### src/logic/abp_pkg.sv
package abp_pkg;
  localparam int PORTS = 16;
  localparam int RACKS = 255;
  localparam int LABEL_MAX = 13;
  localparam int FWREV_MAX = 14;
  // register byte addresses
  localparam logic [7:0] A_ID = 8'h00;
  localparam logic [7:0] A_STAT = 8'h04;
  localparam logic [7:0] A_SESS = 8'h08;
  localparam logic [7:0] A_SYSG = 8'h0c;
  localparam logic [7:0] A_RACKG = 8'h10;
  localparam logic [7:0] A_PSEL = 8'h14;
  localparam logic [7:0] A_PVLEN = 8'h18;
  localparam logic [7:0] A_PVEC = 8'h1c;
  localparam logic [7:0] A_GRP0 = 8'h20;
  localparam logic [7:0] A_GRP1 = 8'h24;
  localparam logic [7:0] A_LBL = 8'h30;
  localparam logic [7:0] A_FW = 8'h40;
  // selection codes: X/empty, A, B
  localparam logic [1:0] ST_X = 2'h0;
  localparam logic [1:0] ST_A = 2'h1;
  localparam logic [1:0] ST_B = 2'h2;
  localparam logic [7:0] RACK_MASTER = 8'h01;
  localparam logic [7:0] RACK_BAD = 8'h00;
  // session register fields
  localparam int SESS_LOGIN = 0;
  localparam int SESS_LOGOFF = 1;
  localparam int SESS_RESET = 2;
  localparam int SESS_KEY = 8;
  // event codes
  localparam logic [2:0] EV_COLD = 3'h0;
  localparam logic [2:0] EV_AUTH = 3'h4;
  localparam logic [2:0] EV_KEY = 3'h1;
  localparam logic [2:0] EV_RGANG = 3'h2;
  localparam logic [2:0] EV_PORT = 3'h4;
  localparam logic [2:0] EV_SGANG = 3'h6;
  localparam logic [2:0] EV_SUPPLY = 3'h7;
  // reset values and other constants
  localparam logic [15:0] SEL_RST = 16'h0000;
  localparam logic [63:0] GRP_RST = 64'h0;
  localparam logic [63:0] GRP_PAIRED = 64'h8765_4321_8765_4321;
  localparam logic [31:0] LBL_LAST_MASK = 32'h0000_00ff;
  localparam logic [31:0] FW_LAST_MASK = 32'h0000_ffff;
  localparam logic [7:0] BUSY_CYC = 8'h04;
  localparam logic [7:0] LOGIN_KEY = 8'h5a;
  typedef struct packed {
    logic [7:0] rack_addr;
    logic [15:0] populated;
    logic [15:0] panel_b;
    logic key_on;
    logic gang_in;
    logic pwr1;
    logic pwr2;
  } abp_pins_s;
  typedef struct packed {
    logic valid;
    logic generic;
    logic [2:0] code;
  } abp_evt_s;
endpackage

### src/logic/abp_core.sv
`timescale 1ns/1ps
// Behaviour
// - only one management session open; a second login is refused
// - reset command closes any open session
// - command during processing hangs the device until a valid login or a reset command
// - system gang drives every port; racks 1..255, 16 ports each
// - system gang read answered only when rack address is 0x01
// - system status: A if any A, B if all B, empty if none
// - rack gang drives all ports; readback A, B or empty
// - rack address from eight-bit switches, read-only, 0x00 invalid
// - key-lock off ignores front-panel switches; key state readable
// - gang chain input and commands act regardless of key-lock
// - supply state: both inputs good, or one supply lost
// - rack label holds at most 13 characters
// - firmware revision text read-only, at most 14 characters
// - port vector read: ports 1..16, unpopulated shown as X
// - port vector write: A or B sets, X leaves port unchanged
// - one-character vector write acts as a port selection write
// - multi-character vector write bypasses the group map
// - eight-lead variant forces ports 9..16 to follow ports 1..8
// - no vector write breaks the eight-lead pairing
// - events carry the documented generic and specific codes
// - group map: one nibble per port, 0 independent, groups follow
// - selection A joins common to A, B to B; readback A/B/empty
module abp_core #(
  parameter bit EIGHT_LEAD = 1'b0,
  parameter logic [111:0] FW_REV = 112'h0,
  parameter logic [7:0] KEY = abp_pkg::LOGIN_KEY,
  parameter logic [7:0] PROC_CYC = abp_pkg::BUSY_CYC
) (
  // clock and reset
  input wire logic REF_CLK,
  input wire logic RESET,
  input wire logic CE,
  // apb slave
  input wire logic PSEL,
  input wire logic PENABLE,
  input wire logic PWRITE,
  input wire logic [7:0] PADDR,
  input wire logic [31:0] PWDATA,
  output logic [31:0] PRDATA,
  output logic PREADY,
  output logic PSLVERR,
  // rack pins
  input wire abp_pkg::abp_pins_s PINS,
  output logic [15:0] SEL_B,
  output logic GANG_OUT,
  // events
  output abp_pkg::abp_evt_s EVT
);
  import abp_pkg::*;

  function automatic logic [15:0] grp_apply(input logic [15:0] s, input logic [3:0] p,
                                            input logic b, input logic [63:0] g);
    logic [15:0] r;
    logic [3:0] gp;
    r = s;
    gp = g[4*p +: 4];
    for (int i = 0; i < 16; i++) begin
      if (4'(i) == p || (gp != 4'h0 && g[4*i +: 4] == gp)) begin
        r[i] = b;
      end
    end
    return r;
  endfunction

  function automatic logic [1:0] agg(input logic [15:0] s, input logic [15:0] pop);
    if (pop == 16'h0) begin
      return ST_X;
    end
    return (|(~s & pop)) ? ST_A : ST_B;
  endfunction

  ////////////////////////////////////////////////////////////
  // pin synchroniser and edges
  abp_pins_s pins_m_r, pins_s_r, pins_p_r;
  logic [1:0] warm_r;
  always_ff @(posedge REF_CLK or posedge RESET) begin
    if (RESET) begin
      pins_m_r <= '0;
      pins_s_r <= '0;
      pins_p_r <= '0;
      warm_r <= 2'h0;
    end else if (CE) begin
      pins_m_r <= PINS;
      pins_s_r <= pins_m_r;
      pins_p_r <= pins_s_r;
      warm_r <= warm_r + {1'b0, ~&warm_r};
    end
  end
  wire logic [7:0] rack_id = pins_s_r.rack_addr;
  wire logic [15:0] pop = pins_s_r.populated;
  // no false edges until both stages hold real pin values
  wire logic live = warm_r == 2'h3;
  wire logic gang_edge = live & (pins_s_r.gang_in != pins_p_r.gang_in);
  wire logic [15:0] panel_edge = {16{live}} & (pins_s_r.panel_b ^ pins_p_r.panel_b);
  wire logic key_edge = live & (pins_s_r.key_on != pins_p_r.key_on);
  wire logic pwr_edge = live & ({pins_s_r.pwr1, pins_s_r.pwr2} != {pins_p_r.pwr1, pins_p_r.pwr2});

  ////////////////////////////////////////////////////////////
  // state
  logic [15:0] sel_r, sel_nxt;
  logic [63:0] grp_r;
  logic [31:0] lbl_r [4];
  logic sess_r, sess_nxt, hung_r, hung_nxt, cold_r;
  logic [7:0] busy_r;
  logic [4:0] vlen_r;
  logic [3:0] pidx_r;
  logic pready_r, pslverr_r, gang_out_r;
  logic [31:0] prdata_r, rdata;
  abp_evt_s evt_r, evt_nxt;

  ////////////////////////////////////////////////////////////
  // apb decode
  wire logic acc = PSEL & PENABLE;
  wire logic prep = acc & ~pready_r;
  wire logic take = acc & pready_r;
  wire logic wr = take & PWRITE;
  wire logic hit_sess = PADDR == A_SESS;
  wire logic hit_sysg = PADDR == A_SYSG;
  wire logic hit_rackg = PADDR == A_RACKG;
  wire logic hit_psel = PADDR == A_PSEL;
  wire logic hit_pvlen = PADDR == A_PVLEN;
  wire logic hit_pvec = PADDR == A_PVEC;
  wire logic hit_grp = PADDR[7:3] == A_GRP0[7:3];
  wire logic hit_lbl = PADDR[7:4] == A_LBL[7:4];
  wire logic hit_fw = PADDR[7:4] == A_FW[7:4];
  wire logic is_cmd = hit_sysg | hit_rackg | hit_psel | hit_pvlen | hit_pvec | hit_grp | hit_lbl;
  wire logic idle = busy_r == 8'h0;
  wire logic cmd_ok = sess_r & ~hung_r & idle;
  wire logic [31:0] wd = PWDATA;
  wire logic wd_ab = wd[1:0] == ST_A || wd[1:0] == ST_B;
  wire logic wd_b = wd[1:0] == ST_B;
  wire logic login = hit_sess & wd[SESS_LOGIN];
  wire logic key_ok = wd[SESS_KEY +: 8] == KEY;
  wire logic logoff = hit_sess & wd[SESS_LOGOFF];
  wire logic rst_cmd = hit_sess & wd[SESS_RESET];
  wire logic login_refuse = login & key_ok & sess_r & ~hung_r;
  wire logic grp_lock = EIGHT_LEAD & hit_grp;
  wire logic ro_wr = hit_fw | PADDR == A_ID | PADDR == A_STAT;
  wire logic sys_deaf = ~PWRITE & hit_sysg & rack_id != RACK_MASTER;
  wire logic known = is_cmd | hit_sess | hit_fw | PADDR == A_ID | PADDR == A_STAT;
  wire logic err_w = ~known | (PWRITE & ((is_cmd & ~cmd_ok) | ro_wr | grp_lock | login_refuse
                     | (login & ~key_ok))) | sys_deaf;
  wire logic go = wr & is_cmd & cmd_ok;
  wire logic clash = wr & is_cmd & sess_r & ~hung_r & ~idle;
  wire logic [63:0] grp_w = EIGHT_LEAD ? GRP_PAIRED : grp_r;

  ////////////////////////////////////////////////////////////
  // port selection next state
  logic ev_port, ev_rgang, ev_sgang;
  always_comb begin
    sel_nxt = sel_r;
    ev_port = 1'b0;
    ev_rgang = 1'b0;
    ev_sgang = 1'b0;
    if (gang_edge) begin
      sel_nxt = {16{pins_s_r.gang_in}};
      ev_sgang = 1'b1;
    end
    if (pins_s_r.key_on) begin
      for (int i = 0; i < 16; i++) begin
        if (panel_edge[i]) begin
          sel_nxt = grp_apply(sel_nxt, 4'(i), pins_s_r.panel_b[i], grp_w);
          ev_port = 1'b1;
        end
      end
    end
    if (go & wd_ab & hit_sysg) begin
      sel_nxt = {16{wd_b}};
      ev_sgang = 1'b1;
    end
    if (go & wd_ab & hit_rackg) begin
      sel_nxt = {16{wd_b}};
      ev_rgang = 1'b1;
    end
    if (go & wd_ab & hit_psel) begin
      sel_nxt = grp_apply(sel_r, wd[11:8], wd_b, grp_w);
      ev_port = 1'b1;
    end
    if (go & hit_pvec) begin
      if (vlen_r == 5'd1) begin
        if (wd_ab) begin
          sel_nxt = grp_apply(sel_r, 4'h0, wd_b, grp_w);
        end
      end else begin
        for (int i = 0; i < 16; i++) begin
          if (5'(i) < vlen_r && wd[2*i +: 2] == ST_A) begin
            sel_nxt[i] = 1'b0;
          end else if (5'(i) < vlen_r && wd[2*i +: 2] == ST_B) begin
            sel_nxt[i] = 1'b1;
          end
        end
      end
      ev_port = 1'b1;
    end
    if (EIGHT_LEAD) begin
      sel_nxt[15:8] = sel_nxt[7:0];
    end
  end

  ////////////////////////////////////////////////////////////
  // session
  always_comb begin
    sess_nxt = sess_r;
    hung_nxt = hung_r;
    if (wr & login & key_ok & (~sess_r | hung_r)) begin
      sess_nxt = 1'b1;
      hung_nxt = 1'b0;
    end else if (wr & logoff & ~hung_r) begin
      sess_nxt = 1'b0;
    end
    if (clash) begin
      hung_nxt = 1'b1;
    end
    if (wr & rst_cmd) begin
      sess_nxt = 1'b0;
      hung_nxt = 1'b0;
    end
  end

  ////////////////////////////////////////////////////////////
  // events, highest priority first
  always_comb begin
    evt_nxt = '0;
    if (!cold_r) begin
      evt_nxt = '{1'b1, 1'b1, EV_COLD};
    end else if (wr & login & ~key_ok) begin
      evt_nxt = '{1'b1, 1'b1, EV_AUTH};
    end else if (key_edge) begin
      evt_nxt = '{1'b1, 1'b0, EV_KEY};
    end else if (pwr_edge) begin
      evt_nxt = '{1'b1, 1'b0, EV_SUPPLY};
    end else if (ev_sgang) begin
      evt_nxt = '{1'b1, 1'b0, EV_SGANG};
    end else if (ev_rgang) begin
      evt_nxt = '{1'b1, 1'b0, EV_RGANG};
    end else if (ev_port) begin
      evt_nxt = '{1'b1, 1'b0, EV_PORT};
    end
  end

  ////////////////////////////////////////////////////////////
  // read mux
  logic [31:0] pvec_rd;
  always_comb begin
    for (int i = 0; i < 16; i++) begin
      pvec_rd[2*i +: 2] = !pop[i] ? ST_X : sel_r[i] ? ST_B : ST_A;
    end
  end
  wire logic [31:0] fw_w [4] = '{FW_REV[31:0], FW_REV[63:32], FW_REV[95:64],
                                 {16'h0, FW_REV[111:96]} & FW_LAST_MASK};
  always_comb begin
    rdata = 32'h0;
    case (PADDR)
      A_ID: rdata = {23'h0, rack_id != RACK_BAD, rack_id};
      A_STAT: rdata = {24'h0, ~idle, hung_r, sess_r, pins_s_r.pwr1 & pins_s_r.pwr2,
                       pins_s_r.pwr1, pins_s_r.pwr2, pins_s_r.key_on, 1'b0};
      A_SESS: rdata = {30'h0, hung_r, sess_r};
      A_SYSG: rdata = sys_deaf ? 32'h0 : {30'h0, agg(sel_r, pop)};
      A_RACKG: rdata = {30'h0, agg(sel_r, pop)};
      A_PSEL: rdata = {20'h0, pidx_r, 6'h0, !pop[pidx_r] ? ST_X : sel_r[pidx_r] ? ST_B : ST_A};
      A_PVLEN: rdata = {27'h0, vlen_r};
      A_PVEC: rdata = pvec_rd;
      A_GRP0: rdata = grp_w[31:0];
      A_GRP1: rdata = grp_w[63:32];
      default: begin
        if (hit_lbl) begin
          rdata = lbl_r[PADDR[3:2]];
        end else if (hit_fw) begin
          rdata = fw_w[PADDR[3:2]];
        end
      end
    endcase
  end

  ////////////////////////////////////////////////////////////
  // registers
  always_ff @(posedge REF_CLK or posedge RESET) begin
    if (RESET) begin
      pready_r <= 1'b0;
      pslverr_r <= 1'b0;
      prdata_r <= 32'h0;
    end else if (CE) begin
      pready_r <= prep;
      pslverr_r <= prep & err_w;
      prdata_r <= prep ? rdata : 32'h0;
    end
  end

  always_ff @(posedge REF_CLK or posedge RESET) begin
    if (RESET) begin
      sel_r <= SEL_RST;
      sess_r <= 1'b0;
      hung_r <= 1'b0;
      cold_r <= 1'b0;
      evt_r <= '0;
      gang_out_r <= 1'b0;
    end else if (CE) begin
      sel_r <= sel_nxt;
      sess_r <= sess_nxt;
      hung_r <= hung_nxt;
      cold_r <= 1'b1;
      evt_r <= evt_nxt;
      gang_out_r <= ev_sgang ? sel_nxt[0] : gang_out_r;
    end
  end

  always_ff @(posedge REF_CLK or posedge RESET) begin
    if (RESET) begin
      busy_r <= 8'h0;
      vlen_r <= 5'd16;
      pidx_r <= 4'h0;
      grp_r <= GRP_RST;
    end else if (CE) begin
      busy_r <= go ? PROC_CYC : idle ? 8'h0 : busy_r - 8'h1;
      if (go & hit_pvlen) begin
        vlen_r <= (wd[4:0] > 5'd16 || wd[4:0] == 5'd0) ? 5'd16 : wd[4:0];
      end
      if (go & hit_psel) begin
        pidx_r <= wd[11:8];
      end
      if (go & hit_grp & ~EIGHT_LEAD) begin
        grp_r[32*PADDR[2] +: 32] <= wd;
      end
    end
  end

  for (genvar g = 0; g < 4; g++) begin : g_lbl
    always_ff @(posedge REF_CLK or posedge RESET) begin
      if (RESET) begin
        lbl_r[g] <= 32'h0;
      end else if (CE && go && hit_lbl && PADDR[3:2] == 2'(g)) begin
        lbl_r[g] <= (g == 3) ? (wd & LBL_LAST_MASK) : wd;
      end
    end
  end

  assign PRDATA = prdata_r;
  assign PREADY = pready_r;
  assign PSLVERR = pslverr_r;
  assign SEL_B = sel_r;
  assign GANG_OUT = gang_out_r;
  assign EVT = evt_r;
endmodule // abp_core

### config.mk
export PLATFORM = sky130hd
export DESIGN_NAME = abp_core
export DESIGN_NICKNAME = d
export VERILOG_FILES = /design/src/logic/abp_pkg.sv /design/src/logic/abp_core.sv
export SDC_FILE = /design/constraint.sdc
export NUM_CORES = 2
export LEC_CHECK = 0
export ABC_CLOCK_PERIOD_IN_PS = 10400
export BUFFER_PORTS_ARGS = -buffer_cell sky130_fd_sc_hd__buf_2
export CAP_MARGIN = 20
export CORE_MARGIN = 2
export CORE_UTILIZATION = 45
export CTS_BUF_LIST = sky130_fd_sc_hd__clkbuf_4 sky130_fd_sc_hd__clkbuf_8 sky130_fd_sc_hd__clkbuf_16
export DETAILED_ROUTE_END_ITERATION = 12
export GPL_TIMING_DRIVEN = 0
export PLACE_DENSITY = 0.74
export SLEW_MARGIN = 20
export SYNTH_ARGS = -nofsm -noshare
export SYNTH_HDL_FRONTEND = slang
export SYNTH_SLANG_ARGS = --single-unit
export TNS_END_PERCENT = 20
### constraint.sdc
create_clock -name REF_CLK -period 10.4 [get_ports REF_CLK]
set_clock_uncertainty 0.2 [all_clocks]
set_input_delay 0.52 -clock REF_CLK [delete_from_list [all_inputs] [get_ports REF_CLK]]
set_output_delay 0.52 -clock REF_CLK [all_outputs]
set_load 0.02 [all_outputs]
=== After elaboration in Yosys (flattened, before gate mapping) ===
Index checks and enable logic that the tools add are counted.

* Register bits after elaboration: 354
* Latch bits: 0
* Bits in writable memories: 0
* Memory bits (read-only): 0
* Input port bits: 90
* Output and inout bits: 56
* Word-level logic and storage cells: 1,282
* Memories: 0

* $add $sub $neg: 3
* Multiply operators: 0
* Divide/modulo/power cells: 0
* Magnitude comparators: 19
* Eq/ne operators: 340
* Shift operators: 3
* Multiplexer cells: 428
* Bitwise gates (word level): 73
* Reduce and logical (&&, ||, !) cells: 362

{| class="wikitable"
|+ Operators by type and width
! cell !! number
|-
| 4-bit == test || 256
|-
| 16-bit 2-to-1 mux || 30
|-
| 1-bit 2-to-1 mux || 336
|-
| 32-bit one-hot mux with 10 select lines || 1
|-
| 1-bit logical AND || 294
|-
| 32-bit 2-to-1 mux || 7
|-
| 32-bit binary-select mux with 2-bit select || 2
|-
| 2-bit 2-to-1 mux || 39
|-
| 4-bit nonzero test || 17
|-
| 64-bit bitwise mux || 1
|-
| 32-bit by 34-bit variable shift with 64-bit output, first input constant || 1
|-
| 32-bit by 34-bit indexed part select with 64-bit output || 1
|-
| 64-bit by 7-bit indexed part select with 4-bit output || 1
|-
| 4-bit != test, second input constant || 11
|-
| 2-bit AND reduction || 22
|-
| 1-bit AND || 42
|-
| 4-bit by 5-bit less-than comparator with 1-bit output, first input constant || 8
|-
| 5-bit 2-to-1 mux || 8
|-
| 2-bit == test, second input constant || 19
|-
| 2-bit by 1-bit == test with 1-bit output, second input constant || 17
|-
| 6-bit negation with 34-bit output || 1
|-
| 16-bit AND || 2
|-
| 4-bit == test, first input constant || 8
|-
| 8-bit by 5-bit == test with 1-bit output, second input constant || 4
|-
| other kinds (40) || 100
|}

=== Depth between registers and ports, before layout ===
* Word-level depth: 49
* Depth in mapped cells: 14
* Gate-level depth less buffers: 11

=== Worst setup path after synthesis ===
No wires, ideal clock.

* Path kind: input to register
* From: in PWDATA[9]
* To: reg sel_r[11], in the netlist SEL_B[11]
* Library setup time: 0.125 ns
* Arrival time: 2.643 ns
* Data required time: 10.075 ns
* Setup slack: 7.432 ns
* Stages on the path: 12
* Buffers on the path: 3
* Path through: buf_6 > buf_12 > mux4_2 > mux2i_4 > nand2_2 > a22o_4 > buf_6 > or2_0 > a32oi_1 > o22ai_2 > mux2i_1 > a21oi_1

* Cells in the longest elaborated chain, start to end: 10
* Elaborated cells between the ends (all ways): 13
* Classes of those cells: eq/ne (2); shift (1); mux (7); reduce/logical (3)

{| class="wikitable"
|+ RTL lines
! what !! line !! source
|-
| start: declaration || abp_core.sv:40 || <nowiki>input wire logic [31:0] PWDATA,</nowiki>
|-
| 64-bit by 7-bit indexed part select with 4-bit output || abp_core.sv:58 || <nowiki>gp = g[4*p +: 4];</nowiki>
|-
| 4-bit == test / 4-bit nonzero test (equally long branches) || abp_core.sv:60 || <nowiki>if (4'(i) == p || (gp != 4'h0 && g[4*i +: 4] == gp)) begin</nowiki>
|-
| 1-bit logical AND || abp_core.sv:60 ||
|-
| 1-bit logical OR (*) || abp_core.sv:60 ||
|-
| 1-bit 2-to-1 mux (*) || abp_core.sv:60 ||
|-
| 16-bit 2-to-1 mux (*) || abp_core.sv:177 || <nowiki>if (go & wd_ab & hit_psel) begin</nowiki>
|-
| 1-bit 2-to-1 mux || abp_core.sv:190 || <nowiki>end else if (5'(i) < vlen_r && wd[2*i +: 2] == ST_B) begin</nowiki>
|-
| 1-bit 2-to-1 mux || abp_core.sv:188 || <nowiki>if (5'(i) < vlen_r && wd[2*i +: 2] == ST_A) begin</nowiki>
|-
| 16-bit 2-to-1 mux || abp_core.sv:182 || <nowiki>if (vlen_r == 5'd1) begin</nowiki>
|-
| 16-bit 2-to-1 mux (*) || abp_core.sv:181 || <nowiki>if (go & hit_pvec) begin</nowiki>
|-
| end signal: assignment || abp_core.sv:300 || <nowiki>sel_r <= sel_nxt;</nowiki>
|-
| end: declaration || abp_core.sv:102 || <nowiki>logic [15:0] sel_r, sel_nxt;</nowiki>
|}

Mark *: on every way between the ends. The rest lies on a longest branch, timed or not.
A chain may end at the register's enable or synchronous reset.

=== Worst setup path in the final report ===
* From: reg warm_r[0]
* To: reg sel_r[11], in the netlist SEL_B[11]

* Cells in the longest elaborated chain, start to end: 48
* Elaborated cells between the ends (all ways): 50
* Classes of those cells: eq/ne (1); mux (47); bitwise (2)

{| class="wikitable"
|+ RTL lines
! what !! line !! source
|-
| start: declaration || abp_core.sv:77 || <nowiki>logic [1:0] warm_r;</nowiki>
|-
| start signal: assignment || abp_core.sv:88 || <nowiki>warm_r <= warm_r + {1'b0, ~&warm_r};</nowiki>
|-
| 2-bit == test (*) || abp_core.sv:94 || <nowiki>wire logic live = warm_r == 2'h3;</nowiki>
|-
| 1-bit AND || abp_core.sv:95 || <nowiki>wire logic gang_edge = live & (pins_s_r.gang_in != pins_p_r.gang_in);</nowiki>
|-
| 16-bit 2-to-1 mux || abp_core.sv:157 || <nowiki>if (gang_edge) begin</nowiki>
|-
| 1-bit 2-to-1 mux || abp_core.sv:60 ||
|-
| 16-bit 2-to-1 mux || abp_core.sv:163 || <nowiki>if (panel_edge[i]) begin</nowiki>
|-
| 1-bit 2-to-1 mux || abp_core.sv:60 ||
|-
| 16-bit 2-to-1 mux || abp_core.sv:163 ||
|-
| 1-bit 2-to-1 mux || abp_core.sv:60 ||
|-
| [... 32 more ...] || - ||
|-
| 16-bit 2-to-1 mux (*) || abp_core.sv:161 || <nowiki>if (pins_s_r.key_on) begin</nowiki>
|-
| 16-bit 2-to-1 mux (*) || abp_core.sv:169 || <nowiki>if (go & wd_ab & hit_sysg) begin</nowiki>
|-
| 16-bit 2-to-1 mux (*) || abp_core.sv:173 || <nowiki>if (go & wd_ab & hit_rackg) begin</nowiki>
|-
| 16-bit 2-to-1 mux (*) || abp_core.sv:177 ||
|-
| 1-bit 2-to-1 mux || abp_core.sv:190 ||
|-
| 1-bit 2-to-1 mux || abp_core.sv:188 ||
|-
| 16-bit 2-to-1 mux || abp_core.sv:182 ||
|-
| 16-bit 2-to-1 mux (*) || abp_core.sv:181 ||
|}

Mark *: on every way between the ends. The rest lies on a longest branch, timed or not. The select of a mux whose other input is x is not followed.

==> out/metrics.cfg <==
[logic_synthesis]
yosysTopAreaCellShare_pct = 30.1
syn_inst = 3315
synth_area_leaders = dfrtp_1, xnor2_1, mux2_2
synth_largest_area_cell = dfrtp_1
async_flop_share_pct = 100
synth_warnings = 0
synthTopCellsByCount = dfrtp_1, xnor2_1, xor2_1
yosysMostFrequentCell = dfrtp_1
ys_types = 109
syn_area_um2 = 29400
synth_flop_cell = dfrtp_1
ys_seq_area_share_pct = 30.2
syn-num-nets = 3411
synth_edf_count = 0
avgSynthCellArea_um2 = 8.86
ys_ff_latch = 354

[cts]
clk_pin_slew_worst_paths_ps = 70
cts_tree = done
cts_setup_buffers = 0
cts_buffers = 40
cts_resized = 0
ctsHoldBuffers = 45
clk_latency_ps = 600
htree_levels = 2
cts_sinks = 354
cts_root_buffer = clkbuf_16
cts_buffer_depth = 3

[floorplan]
row_count = 93
ios = 146
die_w_um = 260
start_util_pct = 45.6
core_um2 = 64500
die_h_um = 260
die_area_um2 = 67300

[power_and_ir_drop]
pwr-share-clk_pct = 37.6
power_frac_comb_pct = 22.4
p_sw_share_pct = 35.1
peakVddDrop_uv = 136
powerDensity_nw_per_um2 = 121
power_frac_seq_pct = 40.0
internal_power_uw = 2660
p_leak_uw = 0.0156
power.switching_uw = 1440

[setup_path]
cp-endpoint = SEL_B[11]$_DFFE_PP0P_
slowest_delay_ps = 950
cp_data_required_time_ps = 10730
criticalPathCategory = flip-flop to flip-flop
start_kind = flip-flop
crit_chain = and2_1, buf_2, clkbuf_1, nand2_1, o31ai_1, a2111oi_0, o31ai_1, a31oi_1, o21ai_0, a21oi_1, a21oi_1
critPathMaxFanout = 10
cp-end-kind = flip-flop
ff2ff_setup_slack_ps = 4910
critPathArrivalTime_ps = 5820
reg2reg_from = warm_r[0]$_DFFE_PP0P_
cp_slowest_cell = o31ai_1
rr_worst_depth = 11
critPathLaunch = warm_r[0]$_DFFE_PP0P_
r2r-end = SEL_B[11]$_DFFE_PP0P_

[final_layout]
postLayoutCellArea_um2 = 33800
drive_above_1_share_pct = 21.0
post-route-util_pct = 52.4
areaGrowthSynthToFinish_pct = 15.0
nets = 3675

[global_route]
grt_usage_pct = 48.5
grt_pass1_wl_um = 230000
antenna_found_initial = 4
grt_pass1_vias = 29900
grt_max_degree = 35
grt-ovfl-total = 0

[drt]
drtAntennaViolNets = 0
drt_first_pass_iters = 9
via_per_inst = 7.14
dr_total_vias = 31900
post_drt_wl_per_cell_um = 37.5
drt-total-wl_um = 167000
drt-initial-drc-count = 5644
route.detailed.drc = 0

[place]
gp_congestion = 1.11
placed_cell_area_um2 = 31900
numPortBuffers = 138
dp_hpwl_um = 125000

[sta]
post-route-period-util_pct = 52.8
tightestPinTransition_ps = 1360
fmax_mhz = 182
setup_viol = 0
grt_setup_unrepaired = no
finalSetupTns_ps = 0
period_needed_ps = 5490
slew_violations = 0
hold_viol = 0
slew_headroom_pct = 8.43

[run]
drv_cap = 0

[hold_path]
hold_path.class = input port to flip-flop

[outcome]
status = completed

-- registers in the layout (all words and copies together), names as in the netlist, 8 cells and up --
register,cells
pins_s_r,20
busy_r,8
SEL_B,16
PRDATA,32
lbl_r,104
pins_p_r,20
rack_id,8
grp_r,64
pop,16
pins_m_r,44
-- cells in the final DEF (no fill, tap or decap), types with 19 or more instances in the layout --
cell,n
nand2_1,255
or3_1,22
clkbuf_16,40
inv_1,41
mux2i_1,50
buf_4,28
dfrtp_1,353
a21o_1,37
a221oi_1,26
and2_1,19
o21ai_0,192
nand4_1,91
nor4_2,51
nor2b_1,21
nor3_1,49
nor4_1,27
nand3_1,64
mux2_2,220
a211oi_1,24
xnor2_1,285
buf_1,34
a21oi_1,151
o22ai_1,58
a32oi_1,21
mux4_2,31
dlygate4sd3_1,45
nand2b_1,24
clkbuf_1,122
a31oi_1,42
nor2_1,172
a22oi_1,49
and3_1,38
o31ai_1,20
buf_2,287
xor2_1,263
-- worst min path at each step --
stage	startpoint	endpoint	slack (ps)	cells after the start
4_1_cts	PWDATA[5]	lbl_r[37]$_DFFE_PP0P_	80	2
2_1_floorplan	cold_r$_DFFE_PP0P_	cold_r$_DFFE_PP0P_	240	1
5_1_grt	PWDATA[5]	lbl_r[37]$_DFFE_PP0P_	100	2
3_3_place_gp	cold_r$_DFFE_PP0P_	cold_r$_DFFE_PP0P_	260	1
6_report	PWDATA[5]	lbl_r[37]$_DFFE_PP0P_	110	2
3_5_place_dp	PRDATA[15]$_DFFE_PP0P_	PRDATA[15]$_DFFE_PP0P_	260	1
-- stage by stage --
step                power [µW]  worst slack [ps]  instances  hold slack, ps
floorplan                 2070              4940       3315             237
global placement          2480              2770       4308             255
finish                    4100              4910       4467             107
global route              4170              5030       4465            98.4
detailed placement        2500              5410       4346             264
CTS                       4030              5380       4463            76.8
-- cell type report --
cell class	count	area (µm²)
antenna	3	7.51
buffer	312	1420
clock buffer	52	1130
clock inverter	20	290
fill	6041	30700
inverter	47	180
multi-input combinational	2602	19200
sequential	354	8860
tap	855	1070
timing repair buffer	222	1580
-- critical path, delay by kind of cell, from the launching register on --
kind,cells,cell delay [ps]
AND/OR/NAND/NOR,2,860
AO/OA/AOI/OAI,7,3020
flip-flops,1,380
buffers and inverters,2,920
-- cells by family (layout without fill, tap and decap cells) --
| kind of cell | count (synthesis) | after routing | share of synthesized area [%] |
|---|---|---|---|
| AND/OR/NAND/NOR | 919 | 919 | 16.0 |
| AO/OA/AOI/OAI | 819 | 819 | 18.7 |
| XOR/XNOR | 548 | 548 | 16.3 |
| buffers and inverters | 359 | 653 | 5.42 |
| flip-flops | 354 | 354 | 30.2 |
| multiplexers | 310 | 310 | 13.1 |
| adder cells (fa/ha/maj) | 6 | 6 | 0.256 |
| other | 0 | 3 | 0 |
-- power by group through the flow --
stage	clock network (µW)	registers, µW	logic [µW]
finish	1540	1640	919
global route	1590	1630	946
CTS	1540	1620	868
detailed placement	0	1650	850
global placement	0	1650	834
floorplan	0	1600	475
-- metal layers --
layer,routed length [µm],vias up,GRT usage (%)
met5,27,-,0.0712
li1,-,12700,-
met2,67700,2849,69.4
met4,17700,4,39.2
met3,23600,889,19.0
met1,58400,15500,57.6
No activity file was read; power rests on OpenSTA's default activity.
